--- src/hdl/lp_pwr_pkg.sv ---
package lp_pwr_pkg;

  // register indices; byte address is four times the index
  localparam logic [9:0]  PWC_INDEX    = 10'h020;
  localparam logic [9:0]  STATUS_INDEX = 10'h03f;
  localparam logic [11:0] PWC_ADDR     = {PWC_INDEX, 2'b00};
  localparam logic [11:0] STATUS_ADDR  = {STATUS_INDEX, 2'b00};

  // control register field positions
  localparam int FAST_FORCE_UNISO_BIT = 0;
  localparam int FAST_FORCE_ISO_BIT   = 1;
  localparam int SLOW_FORCE_UNISO_BIT = 2;
  localparam int SLOW_FORCE_ISO_BIT   = 3;
  localparam int PERI_FORCE_ISO_BIT   = 4;
  localparam int PERI_FORCE_UNISO_BIT = 5;
  localparam int FAST_FOLLOW_CPU_BIT  = 6;
  localparam int FAST_LP_OFF_BIT      = 7;
  localparam int FAST_LP_ON_BIT       = 8;
  localparam int SLOW_FOLLOW_CPU_BIT  = 9;
  localparam int SLOW_LP_OFF_BIT      = 10;
  localparam int SLOW_LP_ON_BIT       = 11;
  localparam int FAST_FORCE_OFF_BIT   = 12;
  localparam int FAST_FORCE_ON_BIT    = 13;
  localparam int FAST_PD_EN_BIT       = 14;
  localparam int SLOW_FORCE_OFF_BIT   = 15;
  localparam int SLOW_FORCE_ON_BIT    = 16;
  localparam int SLOW_PD_EN_BIT       = 17;
  localparam int PERI_FORCE_OFF_BIT   = 18;
  localparam int PERI_FORCE_ON_BIT    = 19;
  localparam int PERI_PD_EN_BIT       = 20;

  // everything forced on and unisolated after reset
  localparam logic [31:0] PWC_RESET    = 32'h0009_2925;
  localparam logic [31:0] PWC_WR_MASK  = 32'h001f_ffff;

  // domain numbering
  localparam int DOM_PERI  = 0;
  localparam int DOM_SLOW  = 1;
  localparam int DOM_FAST  = 2;
  localparam int NUM_DOMS  = 3;

  // per-domain control fields as decoded from the register
  typedef struct packed {
    logic sleep_pd_en;
    logic force_on;
    logic force_off;
    logic lp_force_on;
    logic lp_force_off;
    logic follow_cpu_sel;
    logic force_isolate;
    logic force_unisolate;
  } dom_ctrl_s;

  // per-domain switch outputs
  typedef struct packed {
    logic power_on;
    logic isolate;
  } dom_out_s;

  localparam dom_out_s DOM_OUT_RESET = '{power_on: 1'b1, isolate: 1'b0};

endpackage : lp_pwr_pkg

--- src/hdl/low_power_domain_power_control.sv ---
// Local design decision: the APB slave port.
`timescale 1ns/1ps
module low_power_domain_power_control (
  // clock, reset, enable
  input  wire  logic        pclk,
  input  wire  logic        presetn,
  input  wire  logic        ce,
  // apb slave
  input  wire  logic        psel,
  input  wire  logic        penable,
  input  wire  logic        pwrite,
  input  wire  logic [11:0] paddr,
  input  wire  logic [31:0] pwdata,
  input  wire  logic [3:0]  pstrb,
  output logic              pready,
  output logic [31:0]       prdata,
  output logic              pslverr,
  // from sleep sequencer and cpu, same clock
  input  wire  logic        sleep_active,
  input  wire  logic        lp_mode,
  input  wire  logic        cpu_pd,
  // domain switches
  output logic              periph_power_on,
  output logic              periph_isolate,
  output logic              slow_mem_power_on,
  output logic              slow_mem_isolate,
  output logic              fast_mem_power_on,
  output logic              fast_mem_isolate
);
  import lp_pwr_pkg::*;

  logic [31:0] pwc;
  logic [31:0] next_pwc;
  logic [31:0] next_prdata;
  dom_ctrl_s   ctrl     [NUM_DOMS];
  dom_out_s    dom      [NUM_DOMS];
  dom_out_s    next_dom [NUM_DOMS];
  logic        hit_pwc;
  logic        hit_status;
  logic        wr_acc;
  logic [31:0] strb_mask;
  logic [31:0] status_word;

  // bus decode; zero wait states so pready is simply high
  assign hit_pwc    = (paddr == lp_pwr_pkg::PWC_ADDR);
  assign hit_status = (paddr == lp_pwr_pkg::STATUS_ADDR);
  assign wr_acc     = psel & penable & pwrite & ce;
  assign pready     = 1'b1;
  assign pslverr    = psel & penable & ~(hit_pwc | hit_status);  // unmapped answers with error
  assign strb_mask  = {{8{pstrb[3]}}, {8{pstrb[2]}}, {8{pstrb[1]}}, {8{pstrb[0]}}};

  // status shows the registered switch state, low six bits
  assign status_word = {26'h0,
                        dom[DOM_FAST].isolate, dom[DOM_FAST].power_on,
                        dom[DOM_SLOW].isolate, dom[DOM_SLOW].power_on,
                        dom[DOM_PERI].isolate, dom[DOM_PERI].power_on};

  // control register write, byte lanes honoured, reserved bits stay zero
  always_comb begin
    next_pwc = pwc;
    if (wr_acc && hit_pwc) begin
      next_pwc = ((pwdata & strb_mask) | (pwc & ~strb_mask)) & PWC_WR_MASK;
    end
  end

  // read data captured in the setup cycle so it comes from a flop
  always_comb begin
    next_prdata = prdata;
    if (psel && !penable && !pwrite) begin
      if (hit_pwc) begin
        next_prdata = pwc;
      end else if (hit_status) begin
        next_prdata = status_word;
      end else begin
        next_prdata = 32'h0000_0000;
      end
    end
  end

  always_ff @(posedge pclk or negedge presetn) begin
    if (!presetn) begin
      pwc    <= PWC_RESET;
      prdata <= 32'h0000_0000;
    end else if (ce) begin
      pwc    <= next_pwc;
      prdata <= next_prdata;
    end
  end

  // field unpacking; the peripheral domain has no low-power controls
  always_comb begin
    ctrl[DOM_PERI] = '{sleep_pd_en:     pwc[PERI_PD_EN_BIT],
                       force_on:        pwc[PERI_FORCE_ON_BIT],
                       force_off:       pwc[PERI_FORCE_OFF_BIT],
                       lp_force_on:     1'b0,
                       lp_force_off:    1'b0,
                       follow_cpu_sel:  1'b0,
                       force_isolate:   pwc[PERI_FORCE_ISO_BIT],
                       force_unisolate: pwc[PERI_FORCE_UNISO_BIT]};
    ctrl[DOM_SLOW] = '{sleep_pd_en:     pwc[SLOW_PD_EN_BIT],
                       force_on:        pwc[SLOW_FORCE_ON_BIT],
                       force_off:       pwc[SLOW_FORCE_OFF_BIT],
                       lp_force_on:     pwc[SLOW_LP_ON_BIT],
                       lp_force_off:    pwc[SLOW_LP_OFF_BIT],
                       follow_cpu_sel:  pwc[SLOW_FOLLOW_CPU_BIT],
                       force_isolate:   pwc[SLOW_FORCE_ISO_BIT],
                       force_unisolate: pwc[SLOW_FORCE_UNISO_BIT]};
    ctrl[DOM_FAST] = '{sleep_pd_en:     pwc[FAST_PD_EN_BIT],
                       force_on:        pwc[FAST_FORCE_ON_BIT],
                       force_off:       pwc[FAST_FORCE_OFF_BIT],
                       lp_force_on:     pwc[FAST_LP_ON_BIT],
                       lp_force_off:    pwc[FAST_LP_OFF_BIT],
                       follow_cpu_sel:  pwc[FAST_FOLLOW_CPU_BIT],
                       force_isolate:   pwc[FAST_FORCE_ISO_BIT],
                       force_unisolate: pwc[FAST_FORCE_UNISO_BIT]};
  end

  // one power/isolation switch per domain
  for (genvar d = 0; d < NUM_DOMS; d++) begin : g_dom
    logic pd_source;
    logic auto_on;

    // low-power pd source: cpu or sequencer
    assign pd_source = (lp_mode && ctrl[d].follow_cpu_sel) ? cpu_pd : sleep_active;

    // automatic path, used when neither force_on nor force_off is set
    always_comb begin
      auto_on = ~(ctrl[d].sleep_pd_en & pd_source);
      if (lp_mode && ctrl[d].lp_force_on) begin
        auto_on = 1'b1;
      end else if (lp_mode && ctrl[d].lp_force_off) begin
        auto_on = 1'b0;
      end
    end

    // force-on wins when both set: keeping power is the safer failure
    always_comb begin
      next_dom[d] = dom[d];
      if (ctrl[d].force_on) begin
        next_dom[d].power_on = 1'b1;
      end else if (ctrl[d].force_off) begin
        next_dom[d].power_on = 1'b0;
      end else begin
        next_dom[d].power_on = auto_on;
      end
      // isolation tracks the next power state, forced or automatic, unless forced itself
      if (ctrl[d].force_isolate) begin
        next_dom[d].isolate = 1'b1;
      end else if (ctrl[d].force_unisolate) begin
        next_dom[d].isolate = 1'b0;
      end else begin
        next_dom[d].isolate = ~next_dom[d].power_on;
      end
    end

    always_ff @(posedge pclk or negedge presetn) begin
      if (!presetn) begin
        dom[d] <= DOM_OUT_RESET;
      end else if (ce) begin
        dom[d] <= next_dom[d];
      end
    end
  end

  // switch outputs straight from the flops
  assign periph_power_on   = dom[DOM_PERI].power_on;
  assign periph_isolate    = dom[DOM_PERI].isolate;
  assign slow_mem_power_on = dom[DOM_SLOW].power_on;
  assign slow_mem_isolate  = dom[DOM_SLOW].isolate;
  assign fast_mem_power_on = dom[DOM_FAST].power_on;
  assign fast_mem_isolate  = dom[DOM_FAST].isolate;

endmodule : low_power_domain_power_control

--- config.mk ---
export PLATFORM = sky130hd
export DESIGN_NAME = low_power_domain_power_control
export DESIGN_NICKNAME = d
export VERILOG_FILES = /design/src/hdl/lp_pwr_pkg.sv /design/src/hdl/low_power_domain_power_control.sv
export SDC_FILE = /design/constraint.sdc
export NUM_CORES = 1
export LEC_CHECK = 0
export BUFFER_PORTS_ARGS = -buffer_cell sky130_fd_sc_hd__buf_2
export CAP_MARGIN = 30
export CORE_ASPECT_RATIO = 1.4
export CORE_MARGIN = 4
export CORE_UTILIZATION = 25
export DETAILED_ROUTE_END_ITERATION = 16
export PLACE_DENSITY_LB_ADDON = 0.15
export SLEW_MARGIN = 20
export SYNTH_ARGS = -nofsm -noshare
export SYNTH_HDL_FRONTEND = slang
export SYNTH_SLANG_ARGS = --single-unit
--- constraint.sdc ---
create_clock -name pclk -period 2 [get_ports pclk]
set_clock_uncertainty 0.2 [all_clocks]
set_input_delay 0.2 -clock pclk [delete_from_list [all_inputs] [get_ports pclk]]
set_output_delay 0.2 -clock pclk [all_outputs]
set_load 0.05 [all_outputs]
# Yosys cells after proc, flatten, opt, wreduce, memory -nomap -nowiden
# Cells that the tools add are included.
[totals] in_bits=57 latchBits=0 mem_bits_rw=0 mem_count=0 rom_bits=0 out_inout_bits=40 register_bits=59
[op_classes] n_mux=20 n_bitwise=19 n_reduce_logical=13 shift=0 div=0 n_addsub=0 n_lt_le_gt_ge=0 multipliers=0 eq_ne=2
[op_table] operator="$and A21 B21 Y21" count=2
[op_table] operator="$mux W32" count=1
[op_table] operator="$eq A12 B8 Y1 const B" count=2
[op_table] operator="$not A21 Y21" count=1
[op_table] operator="$or A21 B21 Y21" count=1
[op_table] operator="$mux W1" count=18
[op_table] operator="$logic_and A1 B1 Y1" count=9
[op_table] operator="$and A1 B1 Y1" count=7
[op_table] operator="$not A1 Y1" count=7
[op_table] operator="$mux W6" count=1
[op_table] operator="$reduce_and A2 Y1" count=2
[op_table] operator="$logic_not A1 Y1" count=2
[op_table] operator="$or A1 B1 Y1" count=1

# Longest topological paths before layout
# Gate-level depths: netlist of run 1.
[logic_depth] depth_word=11 mapped_depth=5 ltp_nobuf=4

# Worst setup path after synthesis of run 1
# No wires, ideal clock.
[synth_timing] path_kind="input -> register" start="input paddr[10]" end="register with a tool-made name" slack_ns=0.078 n_path_buf=0 t_arrival_ns=1.594 setup_ns=0.128 cell_stages=4 required_ns=1.672 cell_sequence="or4b_4 > nor4_4 > nand2_2 > mux2_1"
[synth_rtl] element="start: declaration" line_no="low_power_domain_power_control.sv:12" text="input wire logic [11:0] paddr,"

# Worst setup path in the final report of run 1
[layout_timing] start="input paddr[10]" end="output pslverr"
[layout_via] elab_chain_cells=4 word_cells_on_any_way=5 classes_between="eq/ne (2); bitwise (3)"
[layout_rtl] element="$eq A12 B8 Y1 (on tied branches)" line_no="low_power_domain_power_control.sv:45, low_power_domain_power_control.sv:46"
[layout_rtl] element="$or A1 B1 Y1 *" line_no="low_power_domain_power_control.sv:49" text="assign pslverr = psel & penable & ~(hit_pwc | hit_status);"
[layout_rtl] element="$not A1 Y1 *" line_no="low_power_domain_power_control.sv:49"
[layout_rtl] element="$and A1 B1 Y1 *" line_no="low_power_domain_power_control.sv:49"
[layout_rtl] element="end: declaration" line_no="low_power_domain_power_control.sv:17" text="output logic pslverr,"
# Every way passes the cells marked *; elsewhere a longest branch is shown, timed or not.

==> flow_summary_export.csv, run 1 <==
group,metric,value,unit
logic_synthesis,seq_area_frac_synth,0.574,
sta,fin_crit,1.90,ns
detailed_routing,routed_via_density,4.54,
critical_path,path_buf_inv,3,
die,fp.dieW,85.8,um
critical_path,crit_top_cell,"buf_2",
die,coreArea,8200,um^2
logic_synthesis,ys_ff_latch,48,
global_routing,grt_pass1_vias,1783,
logic_synthesis,syn_avg_cell_area,13.1,um^2
global_routing,grt_usage,0.123,
die,io_pins,97,
sta,worstMarginPinSlew,0.555,ns
global_routing,grt_max_degree,24,
critical_path,crit_family,"simple AND/OR/NAND/NOR gates",
sta,min_period_over_period,0.948,
die,initial_utilization,0.258,
logic_synthesis,yosysUniqueCellTypes,31,
sta,rsz0062_at_grt,"false",
detailed_routing,drt_iter0_markers,60,
sta,setup_ws,0.105,ns
critical_path,worstSetupStartpointType,"primary input",
worst_hold_path,hp-start,"sleep_active",
logic_synthesis,synthCells,162,
logic_synthesis,async_flop_share,1.00,
clock_network,max-clock-path-buffers,2,
critical_path,worstPathArrival,1.50,ns
logic_synthesis,yosys-top-cells-count,"dfrtp_1, a22o_1, mux2_2, buf_4, dfstp_2",
cells_and_area,drive_above_1_share,0.472,
run_status,outcome,"complete, no violations",
power_and_ir_drop,ir_worst_vdd,0.311,mV
clock_network,cts_tree,"yes",
critical_path,critical-path-max-stage-delay,0.55,ns
logic_synthesis,dominantRegCellSynth,"dfrtp_1",
clock_network,cts_buffers,5,
die,die-height,117,um
cells_and_area,area_delta_synth_final,44.8,%
clock_network,clk-insertion-delay-late,0.28,ns
placed_design,dp.cells,343,
sta,slew_headroom,0.630,
cells_and_area,final_nets,327,
detailed_routing,firstDrtPassIters,4,
global_routing,antenna_found_initial,0,
global_routing,grt_pass1_wl,9480,um
clock_network,htreeDepth,2,
placed_design,io_buffers,72,
logic_synthesis,synth_edf_count,0,
die,dieArea,10000,um^2
clock_network,cts-root-buf,"clkbuf_16",
logic_synthesis,synth.largest_area_cell,"dfrtp_1",
placed_design,dp_slack,-0.140,ns
worst_hold_path,hold_class,"in -> reg",
cells_and_area,num_antenna_cells,0,
critical_path,cp.required,1.60,ns
clock_network,clk_pin_slew,0.07,ns
detailed_routing,vias,1693,
power_and_ir_drop,leakagePower,1.60,nW
sta,report.final.slew_viol_count,0,
critical_path,critPathLaunch,"paddr[10]",
sta,timing.fmax,0.528,GHz
detailed_routing,remaining_drc_errors,0,
power_and_ir_drop,power_density,693,nW/um^2
critical_path,cp_cell_sequence,"buf_2, or4b_4, buf_4, nor4_1, a21oi_1, buf_2",
placed_design,dp_hpwl,4580,um
logic_synthesis,syn_area,2120,um^2
logic_synthesis,synth.most_common_cell,"dfrtp_1",
detailed_routing,drt-wirelength-per-cell,16.1,um
critical_path,critPathSlowestCell,"or4b_4",
job,max_cap_violations,0,
placed_design,place_congestion,0.823,
logic_synthesis,ys.warnings.count,0,
critical_path,end_kind,"output port",
sta,setup_violations,0,
critical_path,worst-path-max-fanout,3,
cells_and_area,final_util,0.374,
clock_network,clkSinkCount,48,
sta,fin_tns_setup,0,ns
logic_synthesis,synthTopCellsByArea,"dfrtp_1, dfstp_2, mux2_2",
die,rows,39,
cells_and_area,layoutNonFillerInstCount,373,
logic_synthesis,synth_top_area_frac,0.438,
critical_path,critPathKind,"in -> out",
detailed_routing,ant_nets,0,
detailed_routing,wirelength,6000,um
sta,hold_viol,0,
global_routing,grt-ovfl-total,0,
through the flow:
stage | hold WS [ns] | area (um^2) | power [mW]
floorplan | -0.296 | 2150 | 1.09
global placement | 0.0229 | 2680 | 1.16
detailed placement | 0.0203 | 2680 | 1.16
CTS | 0.0730 | 3060 | 2.16
global route | 0.103 | 3060 | 2.20
finish | 0.0644 | 3060 | 2.12
final timing paths:
kind | endpoint | slack (ns) | cells after the start
max reg2reg | fast_mem_isolate$_DFFE_PN0P_ | 0.43 | 4
max in group asynchronous | asynchronous set/reset pin | 0.73 | 3
min reg2reg | prdata[9]$_DFFE_PN0P_ | 0.31 | 1
min in group asynchronous | prdata[16]$_DFFE_PN0P_ | 0.23 | 2
min | periph_power_on$_DFFE_PN1P_ | 0.06 | 4
max | pslverr | 0.10 | 6
worst reg2reg max path, cell delays in order, from the launching register on:
cell	delay, ns
dfrtp_1	0.43
and4_1	0.17
a221oi_1	0.23
a2bb2oi_1	0.32
o21ai_0	0.11
placed cells by master (no fill, tap or decap), types with 2 or more instances in the layout:
cell,instances
a21oi_1,4
mux2_1,2
a21o_1,6
mux2i_1,2
conb_1,12
nor3_1,2
a221oi_1,2
dfrtp_1,37
a2bb2oi_1,2
clkbuf_16,5
mux2_2,19
buf_4,11
nor2b_1,2
buf_12,3
dfstp_2,11
buf_2,72
or4_1,4
a22o_1,21
nand2_1,6
nor2_1,4
o21ai_0,3
dlygate4sd3_1,22
o21a_1,2
and4_1,2
a21boi_0,2
nand2_2,2
cell families (layout without fill, tap and decap cells):
family / count (synthesis) / after routing / share of synthesized area
flops: 48 / 48 / 0.574
compound gates: 42 / 42 / 0.156
simple gates: 30 / 30 / 0.0928
mux: 23 / 23 / 0.121
buf+inv: 17 / 116 / 0.0526
other cells: 2 / 12 / 0.00355
final cells by class:
type                       count  area (um^2)
sequential                    48         1210
clock inverter                 2         35.0
multi-input combinational    107          833
timing repair buffer         108          723
clock buffer                   6          129
fill                         836         5130
tap                          102          128
power breakdown:
part	switching, mW	internal [mW]	leakage [nW]
clock	0.356	0.589	0.0808
sequential	0.00133	0.973	0.630
combinational	0.122	0.0811	0.892
what timing repair did:
item | CTS | global route
hold buffers | 22 | 0
gates resized for setup | 0 | 0
hold endpoints to repair | 36 | 0
buffers inserted | 0 | 0
layer usage:
| metal | vias to the layer above | wire (um) | share of wire | GRT usage |
|---|---|---|---|---|
| li1 | 800 | - | - | - |
| met1 | 837 | 2450 | 0.41 | 0.146 |
| met2 | 51 | 3100 | 0.52 | 0.218 |
| met3 | 5 | 375 | 0.063 | 0.0273 |
| met4 | 0 | 71 | 0.012 | 0.0422 |
| met5 | - | 0 | 0 | 0 |
Note: power is estimated with default switching activity, not from simulation.
==> run 2, diff against run 1 <==
HOLD_SLACK_MARGIN = 0.12   (was not set)
REMOVE_ABC_BUFFERS = 1   (was not set)
==> run 2 against run 1 <==
First-iteration DRC count grew 20%. Total power is essentially flat. Clock power decreased by 0.5%. Count of clock-buffer cells in the layout down 1. Global-route usage increased by 0.21 points. Design area rose by 1.1%. Non-clock buffer count increased by 5. Routed wire length decreased by 2.1%. Sequential cell count unchanged. Die area unchanged. Worst hold slack gained 0.065 ns. Critical path type unchanged.
==> flow_summary_export.csv, run 2 (synthesis results as in run 1) <==
group,metric,value,unit
run_status,outcome,"complete, no violations",
sta,slew_headroom,0.647,
critical_path,crit_top_cell,"buf_2",
critical_path,cp_cell_sequence,"buf_2, or4b_4, buf_4, nor4_1, a21oi_1, buf_2",
detailed_routing,routed_via_density,4.48,
job,max_cap_violations,0,
detailed_routing,firstDrtPassIters,4,
critical_path,path_buf_inv,3,
sta,timing.hold.ws,0.129,ns
clock_network,htreeDepth,2,
placed_design,dp_hpwl,4420,um
detailed_routing,drt-wirelength-per-cell,15.5,um
power_and_ir_drop,ir_worst_vdd,0.400,mV
die,rows,39,
critical_path,rrSetupSlack,0.41,ns
cells_and_area,drive_above_1_share,0.478,
placed_design,io_buffers,72,
sta,timing.fmax,0.518,GHz
placed_design,place_congestion,0.793,
clock_network,clkSinkCount,48,
global_routing,grt_usage,0.125,
sta,worstMarginPinSlew,0.530,ns
clock_network,post_cts_buffers,0,
detailed_routing,vias,1695,
cells_and_area,area_delta_synth_final,46.4,%
clock_network,max-clock-path-buffers,2,
critical_path,worst-path-max-fanout,3,
sta,report.final.slew_viol_count,0,
sta,fin_crit,1.93,ns
sta,fin_tns_setup,0,ns
global_routing,grt_pass1_vias,1853,
cells_and_area,fin_area,3100,um^2
cells_and_area,final_util,0.378,
die,die-height,117,um
critical_path,critPathSlowestCell,"or4b_4",
power_and_ir_drop,power_density,686,nW/um^2
critical_path,cp.required,1.60,ns
clock_network,cts_resized,0,
worst_hold_path,hold_class,"in -> reg",
clock_network,clk-insertion-delay-late,0.28,ns
detailed_routing,wirelength,5870,um
critical_path,end_kind,"output port",
cells_and_area,final_nets,332,
die,io_pins,97,
cells_and_area,final_common_cell,"buf_2",
critical_path,critPathKind,"in -> out",
die,coreArea,8200,um^2
global_routing,grt_pass1_wl,9690,um
clock_network,cts_tree,"yes",
clock_network,clk_pin_slew,0.06,ns
sta,min_period_over_period,0.965,
power_and_ir_drop,leakagePower,1.62,nW
sta,hold_viol,0,
clock_network,cts_buffers,5,
power_and_ir_drop,finalPower,2.12,mW
critical_path,worstSetupStartpointType,"primary input",
cells_and_area,mostFrequentLayoutCells,"buf_2, dfrtp_1, dlygate4sd3_1, a22o_1, mux2_2",
clock_network,cts-root-buf,"clkbuf_16",
cells_and_area,num_antenna_cells,0,
detailed_routing,ant_nets,0,
critical_path,worstPathArrival,1.53,ns
die,fp.dieW,85.8,um
global_routing,antenna_found_initial,0,
sta,setup_violations,0,
sta,rsz0062_at_grt,"false",
die,dieArea,10000,um^2
critical_path,critical-path-max-stage-delay,0.56,ns
global_routing,grt-ovfl-total,0,
placed_design,placed_cell_area,2690,um^2
die,initial_utilization,0.258,
global_routing,grt_max_degree,28,
detailed_routing,drt_iter0_markers,72,
critical_path,crit_family,"simple AND/OR/NAND/NOR gates",
detailed_routing,remaining_drc_errors,0,
==> run 2: cell count changes in the layout (fill, tap and decap cells not counted), sizes merged <==
cell / delta
buf: +3
dlygate4sd3: +2
clkbuf: -1
clkinvlp: +1
==> run 2: worst reg2reg max path: stages, from the launching register on <==
cell,delay [ns]
dfrtp_1,0.41
and4_1,0.18
a221oi_1,0.25
a2bb2oi_1,0.33
o21ai_0,0.11
==> run 2: timing repair <==
action                                 4_1_cts  5_1_grt
setup endpoints to repair                    0        0
endpoints found under the hold margin       54        0
hold buffers                                24        0
==> run 2: cell type report <==
| class | instances | area (um^2) |
|---|---|---|
| fill | 817 | 5100 |
| clock buffer | 5 | 125 |
| clock inverter | 3 | 42.5 |
| timing repair buffer | 113 | 753 |
| multi-input combinational | 107 | 833 |
| sequential | 48 | 1210 |
| tap | 102 | 128 |
==> run 2: final timing paths <==
check                           cells after the start                            to                    from
worst max register to register                      4  fast_mem_isolate$_DFFE_PN0P_                    flop
worst max-delay path                                6                       pslverr               paddr[10]
worst min register to register                      1        prdata[10]$_DFFE_PN0P_  prdata[10]$_DFFE_PN0P_
min in group asynchronous                           2        prdata[13]$_DFFE_PN0P_                 presetn
max in group asynchronous                           3   periph_power_on$_DFFE_PN1P_                 presetn
worst min-delay path                                3   periph_power_on$_DFFE_PN1P_                      ce
==> run 2: metrics by stage <==
stage	instances	setup WS, ns
final	378	0.0702
after CTS	378	0.0710
after global routing	378	0.0145
after detailed placement	346	-0.182
after global placement	346	-0.153
after floorplan	155	-1.13
==> run 2: where the power goes <==
part | switching (mW) | internal, mW
combinational | 0.124 | 0.0848
clock | 0.353 | 0.587
sequential | 0.00134 | 0.973
total | 0.478 | 1.65
==> run 2: metal layers <==
metal,global-route usage,vias to the layer above,wire length [um]
met2,0.211,54,2880
met4,0.0496,0,89
met5,0,-,0
li1,-,811,-
met3,0.0259,4,343
met1,0.156,826,2560
==> run 3, diff against run 2 <==
CELL_PAD_IN_SITES_DETAIL_PLACEMENT = 0   (was not set)
CELL_PAD_IN_SITES_GLOBAL_PLACEMENT = 1   (was not set)
CTS_BUF_LIST = sky130_fd_sc_hd__clkbuf_4 sky130_fd_sc_hd__clkbuf_8   (was not set)
==> run 3 against run 2 <==
Routed wire length grew 2.5%. Non-clock buffer count is 1 higher. Worst setup slack better by 0.062 ns. Critical path type is now in -> reg. Sequential cell count did not move. Register-to-register slack barely moved. Critical path depth decreased by 1. Core utilization is 0.61 points lower. Clock power is 31% lower. Via count grew 1.7%. Combinational power hardly changed.
==> flow_summary_export.csv, run 3 (synthesis results as in run 1) <==
group,metric,value,unit
placed_design,io_buffers,72,
sta,timing.fmax,0.535,GHz
die,fp.dieW,85.8,um
sta,fin_crit,1.87,ns
critical_path,worstPathArrival,1.85,ns
die,dieArea,10000,um^2
worst_hold_path,hold_class,"in -> reg",
critical_path,cp_cell_sequence,"buf_2, or4_1, nor4_4, nand2_2, mux2_1",
cells_and_area,nFillCells,841,
cells_and_area,num_antenna_cells,0,
placed_design,placed_cell_area,2700,um^2
die,io_pins,97,
power_and_ir_drop,switching_share,0.242,
cells_and_area,drive_above_1_share,0.484,
power_and_ir_drop,power_switching,443,uW
clock_network,clkSinkCount,48,
worst_hold_path,hp-start,"ce",
clock_network,cts_tree,"yes",
sta,report.final.slew_viol_count,0,
critical_path,reg2reg_depth,4,
placed_design,dp_hpwl,4590,um
sta,setup_ws,0.132,ns
sta,hold_viol,0,
cells_and_area,fin_area,3050,um^2
cells_and_area,area_delta_synth_final,44.0,%
clock_network,htreeDepth,2,
die,initial_utilization,0.258,
global_routing,grt_pass1_wl,9620,um
critical_path,worstSetupStartpointType,"primary input",
run_status,outcome,"complete, no violations",
detailed_routing,drt-wirelength-per-cell,15.9,um
cells_and_area,final_nets,333,
critical_path,cp.required,1.98,ns
clock_network,clk_pin_slew,0.08,ns
critical_path,worst-path-max-fanout,8,
power_and_ir_drop,power_density,600,nW/um^2
critical_path,rrSetupSlack,0.42,ns
critical_path,r2r_end,"periph_power_on$_DFFE_PN1P_",
critical_path,end_kind,"flop",
worst_hold_path,min_delay_path_depth,3,
placed_design,dp_slack,-0.204,ns
cells_and_area,final_common_cell,"buf_2",
placed_design,place_congestion,0.793,
cells_and_area,mostFrequentLayoutCells,"buf_2, dfrtp_1, dlygate4sd3_1, a22o_1, mux2_2",
power_and_ir_drop,ir_worst_vdd,0.257,mV
clock_network,post_cts_buffers,0,
detailed_routing,firstDrtPassIters,4,
clock_network,max-clock-path-buffers,2,
sta,timing.hold.ws,0.146,ns
sta,setup_violations,0,
power_and_ir_drop,clkPwrFrac,0.354,
detailed_routing,wirelength,6010,um
power_and_ir_drop,seqPwrFrac,0.533,
clock_network,clk-insertion-delay-late,0.29,ns
power_and_ir_drop,finalPower,1.83,mW
global_routing,antenna_found_initial,0,
detailed_routing,drt_iter0_markers,40,
detailed_routing,routed_via_density,4.55,
detailed_routing,remaining_drc_errors,0,
cells_and_area,seq_area,1210,um^2
global_routing,grt_max_degree,22,
global_routing,grt_pass1_vias,1816,
critical_path,critPathSlowestCell,"or4_1",
power_and_ir_drop,combPwrFrac,0.113,
detailed_routing,vias,1723,
clock_network,cts_buffers,5,
clock_network,cts-root-buf,"clkbuf_8",
die,rows,39,
cells_and_area,multi_input_area,840,um^2
global_routing,grt_usage,0.125,
job,max_cap_violations,0,
critical_path,critPathKind,"in -> reg",
power_and_ir_drop,leakagePower,1.60,nW
power_and_ir_drop,internal_power,1.38,mW
global_routing,grt-ovfl-total,0,
critical_path,critical-path-max-stage-delay,0.59,ns
die,coreArea,8200,um^2
die,die-height,117,um
sta,rsz0062_at_grt,"false",
worst_hold_path,hold_end,"periph_isolate$_DFFE_PN0P_",
detailed_routing,ant_nets,0,
sta,min_period_over_period,0.934,
-- run 3: cell types whose count changed in the layout (fill, tap and decap cells not counted) --
cell	change
clkbuf_8	+7
clkbuf_16	-5
buf_4	+1
bufinv_16	-1
clkbuf_4	+1
clkinv_2	-1
clkinvlp_4	-1
nor4_1	-1
nor4_2	+1
-- run 3: layer usage --
metal,share of wire,vias up,track usage
met5,0,-,0
met4,0.011,0,0.0348
met3,0.055,7,0.0273
met2,0.49,61,0.213
met1,0.44,845,0.160
li1,-,810,-
-- run 3: power groups by stage --
stage,clock network (mW),logic [mW],registers (mW)
finish,0.647,0.207,0.974
global route,0.724,0.227,0.974
CTS,0.684,0.209,0.974
detailed placement,0,0.173,0.992
global placement,0,0.172,0.992
floorplan,0,0.0697,0.998
-- run 3: cell type report --
| type | instances | share of cell area |
|---|---|---|
| well taps | 102 | 0.0419 |
| repair buffers | 114 | 0.250 |
| multi-input cells | 107 | 0.276 |
| clock buffers | 8 | 0.0341 |
| flip-flops and latches | 48 | 0.399 |
-- run 3: how the worst max path moves through the flow --
stage	from	end	slack (ns)	cells after the start
after CTS	paddr[10]	pslverr	0.06	6
after detailed placement	paddr[10]	flop	-0.20	5
after floorplan	pwrite	prdata[1]$_DFFE_PN0P_	-1.13	4
final	paddr[9]	flop	0.13	5
after global routing	paddr[10]	pslverr	0.06	6
after global placement	paddr[10]	flop	-0.17	5
-- run 3: critical path: cells and delay by family --
kind | cells | cell delay (ns)
mux | 1 | 0.35
buf+inv | 1 | 0.12
simple gates | 3 | 1.17
-- run 3: through the flow --
step / setup TNS, ns / util / std cells
after floorplan: -22.58 / - / 155
after global placement: -4.17 / 0.329 / 347
after detailed placement: -4.29 / 0.329 / 347
after CTS: 0 / 0.371 / 379
after global routing: 0 / 0.372 / 379
final: 0 / 0.372 / 379
-- run 3: repair_timing --
| item | 4_1_cts | 5_1_grt |
|---|---|---|
| hold endpoints to repair | 56 | 0 |
| resized for setup | 0 | 1 |
| setup endpoints to repair | 0 | 1 |
| hold buffers | 24 | 0 |
